===== src/hsq_pkg.sv =====
`default_nettype none
package hsq_pkg;
    // ==========================================================
    // Register offsets (byte addresses, one word each).
    localparam logic [7:0] HSQ_CTRL_OFS   = 8'h00;
    localparam logic [7:0] HSQ_FAST_OFS   = 8'h04;
    localparam logic [7:0] HSQ_SLOW_OFS   = 8'h08;
    localparam logic [7:0] HSQ_TURNS_OFS  = 8'h0c;
    localparam logic [7:0] HSQ_PULSES_OFS = 8'h10;
    localparam logic [7:0] HSQ_STATUS_OFS = 8'h14;
    // ==========================================================
    // Control field positions.
    localparam int HSQ_REF_LSB   = 0;
    localparam int HSQ_FINE_LSB  = 4;
    localparam int HSQ_MODE_LSB  = 8;
    localparam int HSQ_STOP_BIT  = 12;
    // ==========================================================
    // Reset values and the limits that writes are clamped to.
    localparam logic [2:0]  HSQ_REF_RST   = 3'h0;
    localparam logic [1:0]  HSQ_FINE_RST  = 2'h0;
    localparam logic [1:0]  HSQ_MODE_RST  = 2'h0;
    localparam logic [10:0] HSQ_FAST_RST  = 11'h3e8;
    localparam logic [10:0] HSQ_FAST_MAX  = 11'h7d0;
    localparam logic [8:0]  HSQ_SLOW_RST  = 9'h032;
    localparam logic [8:0]  HSQ_SLOW_MAX  = 9'h1f4;
    localparam logic [15:0] HSQ_TURNS_MAX = 16'h7530;
    // ==========================================================
    // Start modes, reference sources and fine-search choices.
    localparam logic [1:0] HSQ_MODE_OFF   = 2'h0;
    localparam logic [1:0] HSQ_MODE_POWER = 2'h1;
    localparam logic [1:0] HSQ_MODE_INPUT = 2'h2;
    localparam logic [2:0] HSQ_REF_FWDLIM = 3'h0;
    localparam logic [2:0] HSQ_REF_REVLIM = 3'h1;
    localparam logic [2:0] HSQ_REF_ABSFWD = 3'h4;
    localparam logic [2:0] HSQ_REF_ABSREV = 3'h5;
    localparam logic [1:0] HSQ_FINE_REVZ  = 2'h0;
    localparam logic [1:0] HSQ_FINE_EDGE  = 2'h2;
    typedef enum logic [1:0] {
        HSQ_IDLE, HSQ_COARSE, HSQ_FINE, HSQ_OFFSET
    } hsq_state_t;
endpackage : hsq_pkg
`default_nettype wire


===== src/hsq_edge.sv =====
`timescale 1ns/1ps
`default_nettype none
// ==============================================================
// Rising edge finder for a group of synchronous inputs.
module hsq_edge #(
    parameter int WIDTH = 7
) (
    // Clock and reset.
    input  wire logic             ref_clk,
    input  wire logic             rst_n,
    // Levels in, registered one-cycle edge pulses out.
    input  wire logic [WIDTH-1:0] level,
    output var  logic [WIDTH-1:0] rise_q
);
    logic [WIDTH-1:0] prev_q;

    // The previous level and its rising edges are both registered.
    always_ff @(posedge ref_clk or negedge rst_n) begin
        if (!rst_n) begin
            prev_q <= '0;
            rise_q <= '0;
        end else begin
            prev_q <= level;
            rise_q <= level & ~prev_q;
        end
    end
endmodule : hsq_edge
`default_nettype wire


===== src/hsq_homing.sv =====
// The placing of the registers and the APB register port were left to the implementer.
`timescale 1ns/1ps
`default_nettype none
module hsq_homing
    import hsq_pkg::*;
#(
    parameter int PULSES_PER_REV = 10000
) (
    // Clock and reset.
    input  wire logic        ref_clk,
    input  wire logic        rst_n,
    // APB slave.
    input  wire logic        psel,
    input  wire logic        penable,
    input  wire logic        pwrite,
    input  wire logic [7:0]  paddr,
    input  wire logic [31:0] pwdata,
    output var  logic [31:0] prdata,
    output var  logic        pready,
    output var  logic        pslverr,
    // Drive status and field inputs.
    input  wire logic        servoEnable,
    input  wire logic        homeStartInput,
    input  wire logic        forwardLimitInput,
    input  wire logic        reverseLimitInput,
    input  wire logic        originSensorInput,
    input  wire logic        indexPulse,
    input  wire logic        singleTurnZero,
    // Motion profile interface.
    input  wire logic        offsetAck,
    output var  logic        moveEnable,
    output var  logic        moveReverse,
    output var  logic [10:0] speedCmd,
    output var  logic        offsetReq,
    output var  logic [15:0] offsetTurns,
    output var  logic [31:0] offsetPulses,
    // Status.
    output var  logic        homeBusy,
    output var  logic        homeDone,
    output var  logic        forwardLimitWarn,
    output var  logic        reverseLimitWarn
);
    // ==========================================================
    // Parameter check.
    if (PULSES_PER_REV < 2 || PULSES_PER_REV > 32'h3fffffff) begin : g_chk
        $error("PULSES_PER_REV out of range");
    end
    localparam logic [31:0] PPR = 32'(PULSES_PER_REV);

    // Clamp a signed word to plus or minus a bound.
    function automatic logic [31:0] clampS(input logic [31:0] v,
                                           input logic [31:0] lim);
        if ($signed(v) > $signed(lim)) return lim;
        if ($signed(v) < -$signed(lim)) return -lim;
        return v;
    endfunction : clampS

    // Clamp an unsigned speed into one to a maximum.
    function automatic logic [31:0] clampU(input logic [31:0] v,
                                           input logic [31:0] lim);
        if (v == 32'h0) return 32'h1;
        if (v > lim) return lim;
        return v;
    endfunction : clampU

    // ==========================================================
    // Register file.
    logic [2:0]  refSel_q;
    logic [1:0]  fineSel_q;
    logic [1:0]  startMode_q;
    logic        stopSel_q;
    logic [10:0] fastSpd_q;
    logic [8:0]  slowSpd_q;
    logic [15:0] turns_q;
    logic [31:0] pulses_q;
    hsq_state_t  state_q;
    logic        ranOnce_q;
    logic [2:0]  runRef_q;
    logic [1:0]  runFine_q;
    logic        wrEn;
    logic        acc;
    logic [6:0]  rise;
    logic        startReq;
    logic        coarseHit;
    logic        fineHit;
    logic        limitRef;

    assign acc  = psel & penable & ~pready;
    assign wrEn = psel & penable & pready & pwrite;

    // Writes land at the ready edge, clamped into the legal ranges.
    always_ff @(posedge ref_clk or negedge rst_n) begin
        if (!rst_n) begin
            refSel_q    <= HSQ_REF_RST;
            fineSel_q   <= HSQ_FINE_RST;
            startMode_q <= HSQ_MODE_RST;
            stopSel_q   <= 1'b0;
            fastSpd_q   <= HSQ_FAST_RST;
            slowSpd_q   <= HSQ_SLOW_RST;
            turns_q     <= '0;
            pulses_q    <= '0;
        end else if (wrEn) begin
            case (paddr)
                HSQ_CTRL_OFS: begin
                    refSel_q    <= pwdata[HSQ_REF_LSB +: 3];
                    fineSel_q   <= pwdata[HSQ_FINE_LSB +: 2];
                    startMode_q <= pwdata[HSQ_MODE_LSB +: 2];
                    stopSel_q   <= pwdata[HSQ_STOP_BIT];
                end
                HSQ_FAST_OFS: fastSpd_q <= 11'(clampU(pwdata,
                                   32'(HSQ_FAST_MAX)));
                HSQ_SLOW_OFS: slowSpd_q <= 9'(clampU(pwdata,
                                   32'(HSQ_SLOW_MAX)));
                HSQ_TURNS_OFS: turns_q <= 16'(clampS(pwdata,
                                   32'(HSQ_TURNS_MAX)));
                HSQ_PULSES_OFS: pulses_q <= clampS(pwdata, PPR);
                default: ;
            endcase
        end
    end

    // ==========================================================
    // APB answer: one wait cycle, then ready with data or error.
    always_ff @(posedge ref_clk or negedge rst_n) begin
        if (!rst_n) begin
            pready  <= 1'b0;
            prdata  <= '0;
            pslverr <= 1'b0;
        end else begin
            pready  <= acc;
            pslverr <= 1'b0;
            prdata  <= '0;
            if (acc) begin
                case (paddr)
                    HSQ_CTRL_OFS: prdata <= {19'h0, stopSel_q, 2'h0,
                        startMode_q, 2'h0, fineSel_q, 1'b0, refSel_q};
                    HSQ_FAST_OFS:   prdata <= {21'h0, fastSpd_q};
                    HSQ_SLOW_OFS:   prdata <= {23'h0, slowSpd_q};
                    HSQ_TURNS_OFS:  prdata <= {{16{turns_q[15]}}, turns_q};
                    HSQ_PULSES_OFS: prdata <= pulses_q;
                    HSQ_STATUS_OFS: prdata <= {24'h0, ranOnce_q,
                        reverseLimitWarn, forwardLimitWarn, 1'b0,
                        state_q, homeDone, homeBusy};
                    default: pslverr <= 1'b1;
                endcase
            end
        end
    end

    // ==========================================================
    // Edge pulses: start, enable, limits, sensor, index, zero.
    hsq_edge #(.WIDTH(7)) u_edge (
        .ref_clk (ref_clk),
        .rst_n   (rst_n),
        .level   ({singleTurnZero, indexPulse, originSensorInput,
                   reverseLimitInput, forwardLimitInput, servoEnable,
                   homeStartInput}),
        .rise_q  (rise)
    );

    // Start decode; only looked at while idle, so busy ignores it.
    always_comb begin
        startReq = 1'b0;
        case (startMode_q)
            HSQ_MODE_OFF:   startReq = 1'b0;
            HSQ_MODE_POWER: startReq = rise[1] & ~ranOnce_q;
            HSQ_MODE_INPUT: startReq = rise[0] & servoEnable;
            default:        startReq = 1'b0;
        endcase
    end

    // Coarse and fine reference events for the latched selection.
    always_comb begin
        case (runRef_q)
            HSQ_REF_FWDLIM: coarseHit = rise[2];
            HSQ_REF_REVLIM: coarseHit = rise[3];
            default:        coarseHit = rise[4];
        endcase
        fineHit  = (runRef_q >= HSQ_REF_ABSFWD) ? rise[6] : rise[5];
        limitRef = (runRef_q <= HSQ_REF_REVLIM);
    end

    // ==========================================================
    // The first servo enable edge is remembered until the next reset, in every start mode.
    always_ff @(posedge ref_clk or negedge rst_n) begin
        if (!rst_n) begin
            ranOnce_q <= 1'b0;
        end else if (rise[1]) begin
            ranOnce_q <= 1'b1;
        end
    end

    // ==========================================================
    // Sequencer. Dropping servo enable abandons a run without done.
    always_ff @(posedge ref_clk or negedge rst_n) begin
        if (!rst_n) begin
            state_q      <= HSQ_IDLE;
            runRef_q     <= HSQ_REF_RST;
            runFine_q    <= HSQ_FINE_RST;
            moveEnable   <= 1'b0;
            moveReverse  <= 1'b0;
            speedCmd     <= '0;
            offsetReq    <= 1'b0;
            offsetTurns  <= '0;
            offsetPulses <= '0;
            homeBusy     <= 1'b0;
            homeDone     <= 1'b0;
        end else begin
            offsetReq <= 1'b0;
            if (!servoEnable && state_q != HSQ_IDLE) begin
                state_q    <= HSQ_IDLE;
                moveEnable <= 1'b0;
                homeBusy   <= 1'b0;
            end else begin
                case (state_q)
                    HSQ_IDLE: begin
                        if (startReq) begin
                            runRef_q   <= refSel_q;
                            runFine_q  <= fineSel_q;
                            homeBusy   <= 1'b1;
                            homeDone   <= 1'b0;
                            moveEnable <= 1'b1;
                            moveReverse <= refSel_q[0];
                            if (refSel_q >= HSQ_REF_ABSFWD) begin
                                state_q  <= HSQ_FINE;
                                speedCmd <= {2'h0, slowSpd_q};
                            end else begin
                                state_q  <= HSQ_COARSE;
                                speedCmd <= fastSpd_q;
                            end
                        end
                    end
                    HSQ_COARSE: begin
                        if (coarseHit) begin
                            if (runFine_q == HSQ_FINE_EDGE) begin
                                state_q    <= HSQ_OFFSET;
                                moveEnable <= 1'b0;
                                offsetReq  <= 1'b1;
                            end else begin
                                state_q  <= HSQ_FINE;
                                speedCmd <= {2'h0, slowSpd_q};
                                if (runFine_q == HSQ_FINE_REVZ) begin
                                    moveReverse <= ~moveReverse;
                                end
                            end
                        end
                    end
                    HSQ_FINE: begin
                        if (fineHit) begin
                            state_q    <= HSQ_OFFSET;
                            moveEnable <= 1'b0;
                            offsetReq  <= 1'b1;
                        end
                    end
                    HSQ_OFFSET: begin
                        if (offsetAck && !offsetReq) begin
                            state_q  <= HSQ_IDLE;
                            homeBusy <= 1'b0;
                            homeDone <= 1'b1;
                        end
                    end
                    default: state_q <= HSQ_IDLE;
                endcase
            end
            // Offsets are frozen at request time for the mover.
            if (state_q != HSQ_OFFSET) begin
                offsetTurns  <= turns_q;
                offsetPulses <= pulses_q;
            end
        end
    end

    // ==========================================================
    // Limit warnings. A limit used as the coarse reference is muted
    // only while its run is busy; afterwards it is a limit again.
    always_ff @(posedge ref_clk or negedge rst_n) begin
        if (!rst_n) begin
            forwardLimitWarn <= 1'b0;
            reverseLimitWarn <= 1'b0;
        end else begin
            forwardLimitWarn <= servoEnable & forwardLimitInput &
                ~(homeBusy & limitRef & ~runRef_q[0]);
            reverseLimitWarn <= servoEnable & reverseLimitInput &
                ~(homeBusy & limitRef & runRef_q[0]);
        end
    end
endmodule : hsq_homing
`default_nettype wire


===== config.mk =====
export PLATFORM = sky130hd
export DESIGN_NAME = hsq_homing
export DESIGN_NICKNAME = d
export VERILOG_FILES = /design/src/hsq_pkg.sv /design/src/hsq_edge.sv /design/src/hsq_homing.sv
export SDC_FILE = /design/constraint.sdc
export NUM_CORES = 1
export LEC_CHECK = 0
export ABC_CLOCK_PERIOD_IN_PS = 4030
export BUFFER_PORTS_ARGS = -buffer_cell sky130_fd_sc_hd__buf_2
export CORE_AREA = 2 2 135 137
export DETAILED_ROUTE_END_ITERATION = 10
export DIE_AREA = 0 0 137 139
export GPL_TIMING_DRIVEN = 0
export PLACE_DENSITY = 0.78
export SLEW_MARGIN = 25
export SYNTH_ARGS = -nofsm -noshare
export SYNTH_HDL_FRONTEND = slang
export SYNTH_HIERARCHICAL = 1
export SYNTH_SLANG_ARGS = --single-unit

===== constraint.sdc =====
create_clock -name ref_clk -period 4.03 [get_ports ref_clk]
set_clock_uncertainty 0.05 [all_clocks]
set_input_delay 0.6045 -clock ref_clk [delete_from_list [all_inputs] [get_ports ref_clk]]
set_output_delay 0.6045 -clock ref_clk [all_outputs]
set_load 0.01 [all_outputs]

==> results of run 1 <==
==> cell families after synthesis <==
| group | count (synthesis) |
|---|---|
| muxes | 88 |
| buffers and inverters | 67 |
| DFF | 198 |
| adders and majority gates | 7 |
| AOI/OAI and AO/OA | 178 |
| and+or+nand+nor | 221 |
==> power groups by stage <==
stage	registers (uW)	logic [uW]	clock network, uW
finish	2070	491	1850
global route	2080	538	1940
CTS	2070	489	1870
detailed placement	2110	486	0
global placement	2110	467	0
floorplan	2120	278	0
==> through the flow <==
step | worst slack, ns | instance area (um^2) | TNS [ns] | hold WS (ns) | util
floorplan | 1.41 | 8610 | 0 | 0.259 | -
global placement | -0.867 | 9630 | -160.41 | 0.380 | 0.545
detailed placement | 0.474 | 9700 | 0 | 0.384 | 0.549
CTS | 0.921 | 10400 | 0 | 0.229 | 0.586
global route | 0.756 | 10400 | 0 | 0.233 | 0.586
finish | 0.833 | 10400 | 0 | 0.239 | 0.586
==> registers in the layout (all words and copies together) (netlist names), 7 cells and up <==
register / cells
offsetTurns: 16
fastSpd_q: 11
speedCmd: 11
u_edge/prev_q: 7
prdata: 32
slowSpd_q: 9
turns_q: 16
u_edge/rise_q: 7
offsetPulses: 32
pulses_q: 32
==> layout make-up <==
cell class	instances	share of cell area
multi-input combinational	494	0.325
inverter	20	0.00725
timing repair buffer	150	0.0783
antenna	1	0.000242
tap	229	0.0277
sequential	198	0.480
buffer	47	0.0192
clock buffer	20	0.0441
clock inverter	12	0.0182
==> worst max-delay path, cell delays in order <==
cell and delay [ns]:
clkbuf_1 0.37, nand4_1 0.16, nor4_1 0.50, o2111ai_1 0.20
ha_1 0.39, clkbuf_1 0.46, clkbuf_1 0.49, nor2_1 0.11
o21ai_0 0.18
==> routing by layer <==
metal | routed length [um] | vias to the layer above | part of all wire
met4 | 511 | 0 | 0.022
met2 | 11000 | 331 | 0.47
met1 | 9940 | 3279 | 0.42
met5 | 0 | - | 0
li1 | - | 3063 | -
met3 | 2130 | 35 | 0.090
==> worst max-delay path by stage <==
stage               startpoint                  endpoint  slack (ns)
floorplan           pwdata[15]  pulses_q[24]$_DFFE_PN0P_        1.41
global placement         rst_n      prdata[28]$_DFF_PN0_       -0.87
detailed placement  pwdata[15]  pulses_q[26]$_DFFE_PN0P_        0.47
CTS                 pwdata[15]  pulses_q[26]$_DFFE_PN0P_        0.92
global route        pwdata[15]  pulses_q[26]$_DFFE_PN0P_        0.76
finish              pwdata[15]  pulses_q[26]$_DFFE_PN0P_        0.83
==> Yosys cell counts (4+ instances only) <==
cell type / n / share of area
clkbuf_1: 39 / 0.017
a22oi_1: 11 / 0.0096
a222oi_1: 12 / 0.014
nor3_1: 8 / 0.0047
dfrtp_1: 189 / 0.55
nand4_1: 6 / 0.0044
nor2b_4: 7 / 0.011
o22a_1: 10 / 0.010
and3_1: 4 / 0.0029
o21ai_0: 49 / 0.028
a31oi_1: 5 / 0.0036
nand2_1: 99 / 0.043
mux2i_1: 7 / 0.0081
inv_1: 20 / 0.0087
a21oi_1: 40 / 0.023
nor4_1: 8 / 0.0058
o31ai_1: 14 / 0.012
nor2b_1: 8 / 0.0058
nor2_1: 48 / 0.021
mux2_2: 81 / 0.11
a21o_1: 6 / 0.0052
nand3_1: 4 / 0.0023
ha_1: 7 / 0.010
a21boi_0: 6 / 0.0052
dfstp_2: 9 / 0.027
==> summary.md, run 1 <==
| Metric | Value |
|---|---|
| Status | `complete, no violations` |
| Count of final hold-check violations | `0` |
| Clock Latency Late Sink | `0.43 ns` |
| Hold Crit Class | `in2reg` |
| Most Used Layer, Global Route | `met2` |
| Relative slew slack | `0.461` |
| Int Pwr | `3310 uW` |
| Num CTS Buffers | `17` |
| H-Tree Depth | `4` |
| Asr flop ratio synth | `1.00` |
| Unique masters post-synth | `63` |
| Register Area | `4970 um^2` |
| Slew Viols, Final | `0` |
| Setup violations, final | `0` |
| Fraction of final layout cells sized beyond drive strength 1 | `0.312` |
| Crit start category | `input pin` |
| Clock share of power | `0.419` |
| XOR/XNOR Fraction of Synth Area | `0` |
| Commonest cells after routing, fill and taps aside | `189 x dfrtp_1, 149 x buf_2, 99 x nand2_1` |
| Simple-gate share of the synthesized area | `0.128` |
| Sequential Power Share | `0.470` |
| Port Buf Inserts | `147` |
| 1st-iter DRT viols | `787` |
| Clk buf depth | `2` |
| Die width | `137 um` |
| Pwr Total | `4410 uW` |
| Sw Share | `0.250` |
| Grt total ovfl | `0` |
| Combinational share of power | `0.111` |
| Sequential share of the synthesized area | `0.577` |
| Highest Clock Rate | `0.313 GHz` |
| FF-to-FF Start | `startMode_q[0]$_DFFE_PN0P_` |
| Global-route wire length before repair | `36,300 um` |
| Global routing met3 resource utilization | `0.0643` |
| Initial Utilization | `0.488` |
| CTS tree | `done` |
| Synth Instances | `759` |
| Fin nets | `988` |
| Vias in the first global route | `6,611` |
| Mux contribution to synthesized area | `0.114` |
| Inst Count DP | `1,137` |
| Critical Path Fanout Max | `10` |
| Adder-Cell Fraction of Synth Area | `0.0102` |
| RSZ-0062 raised after global routing | `no` |
| Hold_buf cts | `1` |
| EDFF count, synth | `0` |
| GRT Overall Usage | `0.252` |
| Num Clock Sinks | `198` |
| Final period utilization | `0.793` |
| CP required | `4.33 ns` |
| Post-Layout Cell Count | `1,171` |
| Final min period | `3.20 ns` |
| Post-route ant nets | `0` |
| Fill cells | `1,485` |
| Initial antenna violation count | `2` |
| Vias per inst | `5.73` |
| Worst Max-Slew Pin Slew | `0.805 ns` |
| CP endpoint kind | `flip-flop` |
| Post-CTS sizing | `0` |
| Worst Hold Depth | `1` |
| FF+latch count, synth | `198` |
| Critical path class | `in2reg` |
| Largest net degree at the start of global routing | `97` |
| Area of the multi-input gates | `3370 um^2` |
| Syn_nets | `819` |
| Post CTS Setup Buffer Count | `0` |
| Wire length after detailed routing | `23,600 um` |
| Die H | `139 um` |
| Most common cell after layout, fill and taps aside | `dfrtp_1` |
| Hold EP | `u_edge/prev_q[5]$_DFF_PN0_` |
| # DRC | `0` |
| Routed vias | `6,708` |
| GRT met1 Usage | `0.349` |
| Synth warn | `6` |
| Met2 usage | `0.384` |
| I/O Pins | `153` |
| Synth Area in Compound Gates | `0.139` |
| HPWL after DPL | `16,900 um` |
| Reg2Reg Depth | `7` |
| Pre-antenna DRT Iters | `6` |
| Synth-to-layout area growth | `20.3%` |
| Max_cap viols | `0` |
| Root Driver | `clkbuf_16` |
| VDD IR max | `0.341 mV` |
| Synthesized area per cell | `11.3 um^2` |
| Hold Startpoint | `indexPulse` |
| Main combinational cell family by area after synthesis | `compound AO/OA/AOI/OAI gates` |
| Psw | `1100 uW` |
| Crit path DAT | `3.49 ns` |
| Gpl congestion | `0.906` |
| Clk pin slew, worst setup/hold paths | `0.07 ns` |
| Core area | `17,700 um^2` |
| Num rows | `49` |
| P_leak | `0.00507 uW` |
| Reg2Reg Setup Slack | `1.35 ns` |
| Synth Flop Type | `dfrtp_1` |
| Routed length per placed instance | `20.1 um` |
| Netlist Area Pre-Place | `8610 um^2` |
| Die area | `19,000 um^2` |
| Power Dens Cells | `426 nW/um^2` |
| Critical R2R Capture | `speedCmd[5]$_DFFE_PN0P_` |
Power figures use the tool's default switching activity.
==> inputs of run 2 (changes only) <==
--- a/config.mk
+++ b/config.mk
@@ -5,13 +5,14 @@
 export SDC_FILE = /design/constraint.sdc
 export NUM_CORES = 1
 export LEC_CHECK = 0
-export ABC_CLOCK_PERIOD_IN_PS = 4030
+export ABC_AREA = 1
+export ABC_CLOCK_PERIOD_IN_PS = 2650
 export BUFFER_PORTS_ARGS = -buffer_cell sky130_fd_sc_hd__buf_2
-export CORE_AREA = 2 2 135 137
+export CORE_AREA = 2 2 138 140
 export DETAILED_ROUTE_END_ITERATION = 10
-export DIE_AREA = 0 0 137 139
+export DIE_AREA = 0 0 140 142
 export GPL_TIMING_DRIVEN = 0
-export PLACE_DENSITY = 0.78
+export PLACE_DENSITY = 0.81
 export SLEW_MARGIN = 25
 export SYNTH_ARGS = -nofsm -noshare
 export SYNTH_HDL_FRONTEND = slang
==> constraint.sdc (replaced) <==
create_clock -name ref_clk -period 2.65 [get_ports ref_clk]
set_clock_uncertainty 0.05 [all_clocks]
set_input_delay 0.3975 -clock ref_clk [delete_from_list [all_inputs] [get_ports ref_clk]]
set_output_delay 0.3975 -clock ref_clk [all_outputs]
set_load 0.01 [all_outputs]
==> summary.md, run 2 <==
| Metric | Value |
|---|---|
| Global-route wire length before repair | `39,700 um` |
| P_leak | `0.00560 uW` |
| Vias in the first global route | `7,478` |
| Fraction of final layout cells sized beyond drive strength 1 | `0.265` |
| Commonest cells after routing, fill and taps aside | `240 x nand2_1, 189 x dfrtp_1, 156 x buf_2` |
| EDFF count, synth | `0` |
| Area post-placement | `10,100 um^2` |
| Clk buf depth | `2` |
| Pre-antenna DRT Iters | `10` |
| Worst Max-Slew Pin Slew | `0.554 ns` |
| Asr flop ratio synth | `1.00` |
| Hold Crit Class | `in2reg` |
| RSZ-0062 raised after global routing | `no` |
| Gpl congestion | `0.984` |
| Clock Latency Late Sink | `0.45 ns` |
| Largest registers | `offsetPulses x32, prdata x32, pulses_q x32` |
| Critical Path Fanout Max | `10` |
| Setup TNS | `0 ns` |
| Final min period | `2.12 ns` |
| Wire length after detailed routing | `25,300 um` |
| Fill cells | `1,538` |
| Synth Flop Type | `dfrtp_1` |
| Synth warn | `6` |
| Routed vias | `7,754` |
| Post-route ant nets | `0` |
| Core area | `18,500 um^2` |
| Synthesized area per cell | `9.09 um^2` |
| H-Tree Depth | `4` |
| CTS tree | `done` |
| Root Driver | `clkbuf_16` |
| Synth Instances | `992` |
| Vias per inst | `5.49` |
| Largest net degree at the start of global routing | `83` |
| Int Pwr | `4930 uW` |
| Unique masters post-synth | `41` |
| Critical path class | `reg2reg` |
| Most common cell after layout, fill and taps aside | `nand2_1` |
| Critical R2R Capture | `offsetTurns[1]$_DFFE_PN0N_` |
| Hold EP | `u_edge/prev_q[6]$_DFF_PN0_` |
| Num Clock Sinks | `198` |
| Most frequent cells after synthesis | `240 x nand2_1, 189 x dfrtp_1, 92 x nor2_1` |
| Synth-to-layout area growth | `18.7%` |
| VDD IR max | `0.501 mV` |
| 1st-iter DRT viols | `830` |
| GRT Overall Usage | `0.259` |
| Clk pin slew, worst setup/hold paths | `0.07 ns` |
| HPWL after DPL | `18,500 um` |
| Sw Share | `0.293` |
| Reg2Reg Depth | `6` |
| Sequential share of the synthesized area | `0.551` |
| Max_cap viols | `0` |
| Netlist Area Pre-Place | `9020 um^2` |
| FF+latch count, synth | `198` |
| Initial antenna violation count | `1` |
| FF-to-FF Start | `state_q[1]$_DFFE_PN0P_` |
| Sequential Power Share | `0.467` |
| Crit start category | `flip-flop` |
| Hold_ws | `0.0154 ns` |
| Synth top area cells | `dfrtp_1 52%, nand2_1 10%, o21ai_0 4.6%, mux2_2 4.0%, nor2_1 3.8%` |
| Die area | `19,900 um^2` |
| I/O Pins | `153` |
| Num rows | `50` |
| Clock share of power | `0.362` |
| Setup violations, final | `0` |
| Worst Hold Depth | `1` |
| Reg2Reg Setup Slack | `0.53 ns` |
| Power Dens Cells | `651 nW/um^2` |
| Die H | `142 um` |
| Relative slew slack | `0.631` |
| Initial Utilization | `0.489` |
| Slew Viols, Final | `0` |
| Psw | `2040 uW` |
| Status | `finished, violations left` |
| Hold Startpoint | `singleTurnZero` |
| Post CTS Setup Buffer Count | `0` |
| Dominant cell type by area after synthesis | `dfrtp_1` |
| Fin nets | `1,223` |
| # DRC | `10` |
| CP required | `2.96 ns` |
| Failing checks | `DRC` |
| Top-count cell post-synth | `nand2_1` |
| Fin area | `10,700 um^2` |
| Count of final hold-check violations | `0` |
| Highest Clock Rate | `0.472 GHz` |
| Port Buf Inserts | `149` |
| Final period utilization | `0.799` |
| Crit path DAT | `2.42 ns` |
| Routed length per placed instance | `17.9 um` |
| Combinational share of power | `0.171` |
| Die width | `140 um` |
| Area share of the leading cell type in the synthesized netlist | `0.525` |
| CP endpoint kind | `flip-flop` |
| Num CTS Buffers | `17` |
| Grt total ovfl | `0` |
| Syn_nets | `1,052` |
## run 2: cell types whose count changed in the layout (fill, tap and decap cells not counted), sizes merged, moves of 10 or more
| cell | previous run | this run |
|---|---|---|
| nand2 | 99 | 250 |
| inv | 24 | 103 |
| nor2 | 48 | 112 |
| o21ai | 50 | 102 |
| mux2 | 81 | 32 |
| nand3 | 4 | 53 |
| clkbuf | 59 | 27 |
| o22ai | 0 | 30 |
| buf | 157 | 177 |
| nor2b | 15 | 0 |
| o31ai | 14 | 0 |
| a222oi | 12 | 0 |
| o22a | 10 | 0 |
## run 2: critical path: stages, from the launching register on
cell,delay (ns)
dfrtp_1,0.43
ha_1,0.18
clkbuf_1,0.34
buf_2,0.33
clkbuf_1,0.47
nand2_1,0.11
o21ai_0,0.12
## run 2: worst max-delay path by stage
stage	from	endpoint
6_report	state_q[1]$_DFFE_PN0P_	offsetTurns[1]$_DFFE_PN0N_
5_1_grt	state_q[1]$_DFFE_PN0P_	speedCmd[6]$_DFFE_PN0P_
4_1_cts	state_q[1]$_DFFE_PN0P_	offsetTurns[1]$_DFFE_PN0N_
3_5_place_dp	pwdata[5]	pulses_q[19]$_DFFE_PN0P_
3_3_place_gp	rst_n	u_edge/prev_q[4]$_DFF_PN0_
2_1_floorplan	pwdata[5]	pulses_q[19]$_DFFE_PN0P_
## run 2: per-layer routing
layer,track usage,vias up,wire length (um)
li1,-,3587,-
met1,0.342,3727,10300
met2,0.416,376,12100
met3,0.0532,64,1970
met4,0.120,0,925
met5,0,-,0
## run 2: per-stage QoR
step | setup WS, ns | std cells | utilization | total power (uW)
3_3_place_gp | -2.04 | 1375 | 0.545 | 4430
2_1_floorplan | 0.698 | 992 | - | 4020
6_report | 0.532 | 1413 | 0.580 | 6970
5_1_grt | 0.370 | 1410 | 0.580 | 7260
3_5_place_dp | 0.313 | 1377 | 0.548 | 4480
4_1_cts | 0.527 | 1410 | 0.580 | 6970
## run 2: logic make-up after synthesis
family	after synthesis	synth area share
AND/OR/NAND/NOR	438	0.220
flip-flops	198	0.551
AO/OA/AOI/OAI	179	0.106
buffers and inverters	135	0.0702
multiplexers	35	0.0433
adder cells (fa/ha/maj)	7	0.00971
## run 2: area by class of cell
class,instances,area [um^2],area share
Antenna cell,3,7.51,0.000701
Buffer,32,243,0.0227
Clock buffer,21,470,0.0439
Clock inverter,11,98.8,0.00923
Inverter,103,390,0.0365
Multi-Input combinational cell,659,3420,0.319
Sequential cell,198,4970,0.464
Tap cell,234,293,0.0273
Timing Repair Buffer,152,821,0.0767
## run 2: power groups by stage
stage          Sequential, uW  Combinational, uW  Clock (uW)
2_1_floorplan            3340                680           0
3_3_place_gp             3310               1130           0
3_5_place_dp             3310               1170           0
4_1_cts                  3250               1180        2530
5_1_grt                  3270               1330        2670
6_report                 3250               1190        2520
## run 2: timing repair
item / CTS / global route
endpoints found under the hold margin: 56 / 0
resized for setup: 0 / 0
hold buffers: 1 / 0
==> inputs of run 3 (changes only) <==
--- a/config.mk
+++ b/config.mk
@@ -6,7 +6,7 @@
 export NUM_CORES = 1
 export LEC_CHECK = 0
 export ABC_AREA = 1
-export ABC_CLOCK_PERIOD_IN_PS = 2650
+export ABC_CLOCK_PERIOD_IN_PS = 1800
 export BUFFER_PORTS_ARGS = -buffer_cell sky130_fd_sc_hd__buf_2
 export CORE_AREA = 2 2 138 140
 export DETAILED_ROUTE_END_ITERATION = 10
==> constraint.sdc (replaced) <==
create_clock -name ref_clk -period 1.8 [get_ports ref_clk]
set_clock_uncertainty 0.05 [all_clocks]
set_input_delay 0.27 -clock ref_clk [delete_from_list [all_inputs] [get_ports ref_clk]]
set_output_delay 0.27 -clock ref_clk [all_outputs]
set_load 0.01 [all_outputs]
==> summary.md, run 3 (synthesis gave the netlist of run 2 again) <==
| Metric | Value |
|---|---|
| Commonest cells after routing, fill and taps aside | `237 x nand2_1, 188 x dfrtp_1, 151 x buf_2` |
| Core area | `18,500 um^2` |
| CP endpoint kind | `flip-flop` |
| Global-route wire length before repair | `40,000 um` |
| P_leak | `0.00571 uW` |
| Num Clock Sinks | `198` |
| I/O Pins | `153` |
| Clk pin slew, worst setup/hold paths | `0.07 ns` |
| Vias per inst | `5.56` |
| Synth-to-layout area growth | `22.1%` |
| Root Driver | `clkbuf_16` |
| Critical Path Fanout Max | `6` |
| Setup violations, final | `0` |
| # DRC | `12` |
| VDD IR max | `0.711 mV` |
| RSZ-0062 raised after global routing | `yes` |
| Final min period | `1.78 ns` |
| Initial antenna violation count | `3` |
| Count of final hold-check violations | `0` |
| Num CTS Buffers | `17` |
| Hold Crit Class | `in2reg` |
| Critical path class | `reg2reg` |
| 1st-iter DRT viols | `874` |
| Num rows | `50` |
| Relative slew slack | `0.625` |
| Post-route ant nets | `0` |
| Final worst slack | `0.0242 ns` |
| Hold_ws | `0.0233 ns` |
| Clk buf depth | `2` |
| Max_cap viols | `0` |
| Most common cell after layout, fill and taps aside | `nand2_1` |
| Die width | `140 um` |
| Pre-antenna DRT Iters | `9` |
| Final period utilization | `0.987` |
| CTS tree | `done` |
| Clock Latency Late Sink | `0.44 ns` |
| Status | `finished, violations left` |
| Failing checks | `DRC` |
| Largest net degree at the start of global routing | `82` |
| Initial Utilization | `0.489` |
| Worst Max-Slew Pin Slew | `0.563 ns` |
| Routed length per placed instance | `18.3 um` |
| Fill cells | `1,476` |
| Largest registers | `offsetPulses x32, prdata x32, pulses_q x32` |
| Highest Clock Rate | `0.563 GHz` |
| Pre-CTS WS | `-0.401 ns` |
| CP required | `2.07 ns` |
| Wire length after detailed routing | `26,200 um` |
| Die area | `19,900 um^2` |
| Vias in the first global route | `7,445` |
| Routed vias | `7,973` |
| Slew Viols, Final | `0` |
| GRT Overall Usage | `0.259` |
| Crit path DAT | `2.05 ns` |
| Fraction of final layout cells sized beyond drive strength 1 | `0.287` |
| HPWL after DPL | `18,300 um` |
| Crit start category | `flip-flop` |
| Port Buf Inserts | `149` |
| Grt total ovfl | `0` |
| Power Dens Cells | `980 nW/um^2` |
| Gpl congestion | `0.968` |
| H-Tree Depth | `4` |
| Die H | `142 um` |
| Fin nets | `1,243` |
-- run 3: cell count changes in the layout (fill, tap and decap cells not counted), sizes merged --
cell	change
buf	+12
dlygate4sd3	+6
clkbuf	+2
clkinv	-2
bufinv	+1
clkinvlp	+1
diode	+1
-- run 3: metrics by stage --
step	setup TNS, ns	instances	power, uW	instance area, um^2	utilization
after floorplan	0	992	5920	9020	-
after global placement	-544.96	1375	6520	10100	0.545
after detailed placement	-15.66	1377	6610	10100	0.548
after CTS	-0.00712	1420	10500	10800	0.588
after global routing	-0.405	1432	11200	11000	0.596
final	0	1434	10800	11000	0.596
-- run 3: timing repair --
| item | 4_1_cts | 5_1_grt |
|---|---|---|
| hold buffers | 7 | 0 |
| endpoints found under the hold margin | 54 | 0 |
| cloned | 0 | 1 |
| pin swaps | 0 | 5 |
| buffers inserted | 5 | 9 |
| resized for setup | 16 | 22 |
| endpoints found under the setup margin | 53 | 71 |
-- run 3: worst max-delay path: stages (launching register included) --
cell     delay, ns
dfrtp_1       0.42
ha_1          0.31
a21o_1        0.19
buf_4         0.15
nor2_4        0.19
mux2_2        0.35
-- run 3: cell type report --
| cell class | count | area, um^2 | area share |
|---|---|---|---|
| Clock buffer | 21 | 450 | 0.0409 |
| Timing Repair Buffer | 173 | 1000 | 0.0911 |
| Multi-Input combinational cell | 659 | 3500 | 0.318 |
| Buffer | 31 | 259 | 0.0235 |
| Inverter | 103 | 390 | 0.0355 |
| Clock inverter | 11 | 129 | 0.0117 |
| Tap cell | 234 | 293 | 0.0266 |
| Antenna cell | 4 | 10.0 | 0.000910 |
| Sequential cell | 198 | 4970 | 0.451 |
-- run 3: worst paths after layout --
path | from | to | slack [ns] | cells after the start
worst min register to register | u_edge/prev_q[3]$_DFF_PN0_ | u_edge/rise_q[3]$_DFF_PN0_ | 0.36 | 1
max in group asynchronous | rst_n | slowSpd_q[5]$_DFFE_PN1P_ | 0.33 | 4
worst min-delay path | servoEnable | u_edge/prev_q[1]$_DFF_PN0_ | 0.02 | 1
worst max-delay path | startMode_q[1]$_DFFE_PN0P_ | runFine_q[0]$_DFFE_PN0P_ | 0.02 | 5
worst max register to register | startMode_q[1]$_DFFE_PN0P_ | runFine_q[0]$_DFFE_PN0P_ | 0.02 | 5
min in group asynchronous | rst_n | prdata[24]$_DFF_PN0_ | 0.26 | 2
-- run 3: metal layers --
layer / share of wire / wire length, um / up-vias / GRT usage
li1: - / - / 3617 / -
met1: 0.40 / 10600 / 3862 / 0.348
met2: 0.47 / 12400 / 418 / 0.412
met3: 0.088 / 2290 / 76 / 0.0616
met4: 0.033 / 869 / 0 / 0.0999
met5: 0 / 0 / - / 0
-- run 3: report_power, final --
part / leakage [uW] / switching, uW / internal, uW
Sequential: 0.00262 / 141 / 4660
Combinational: 0.00282 / 1360 / 844
Clock: 0.000271 / 1690 / 2090
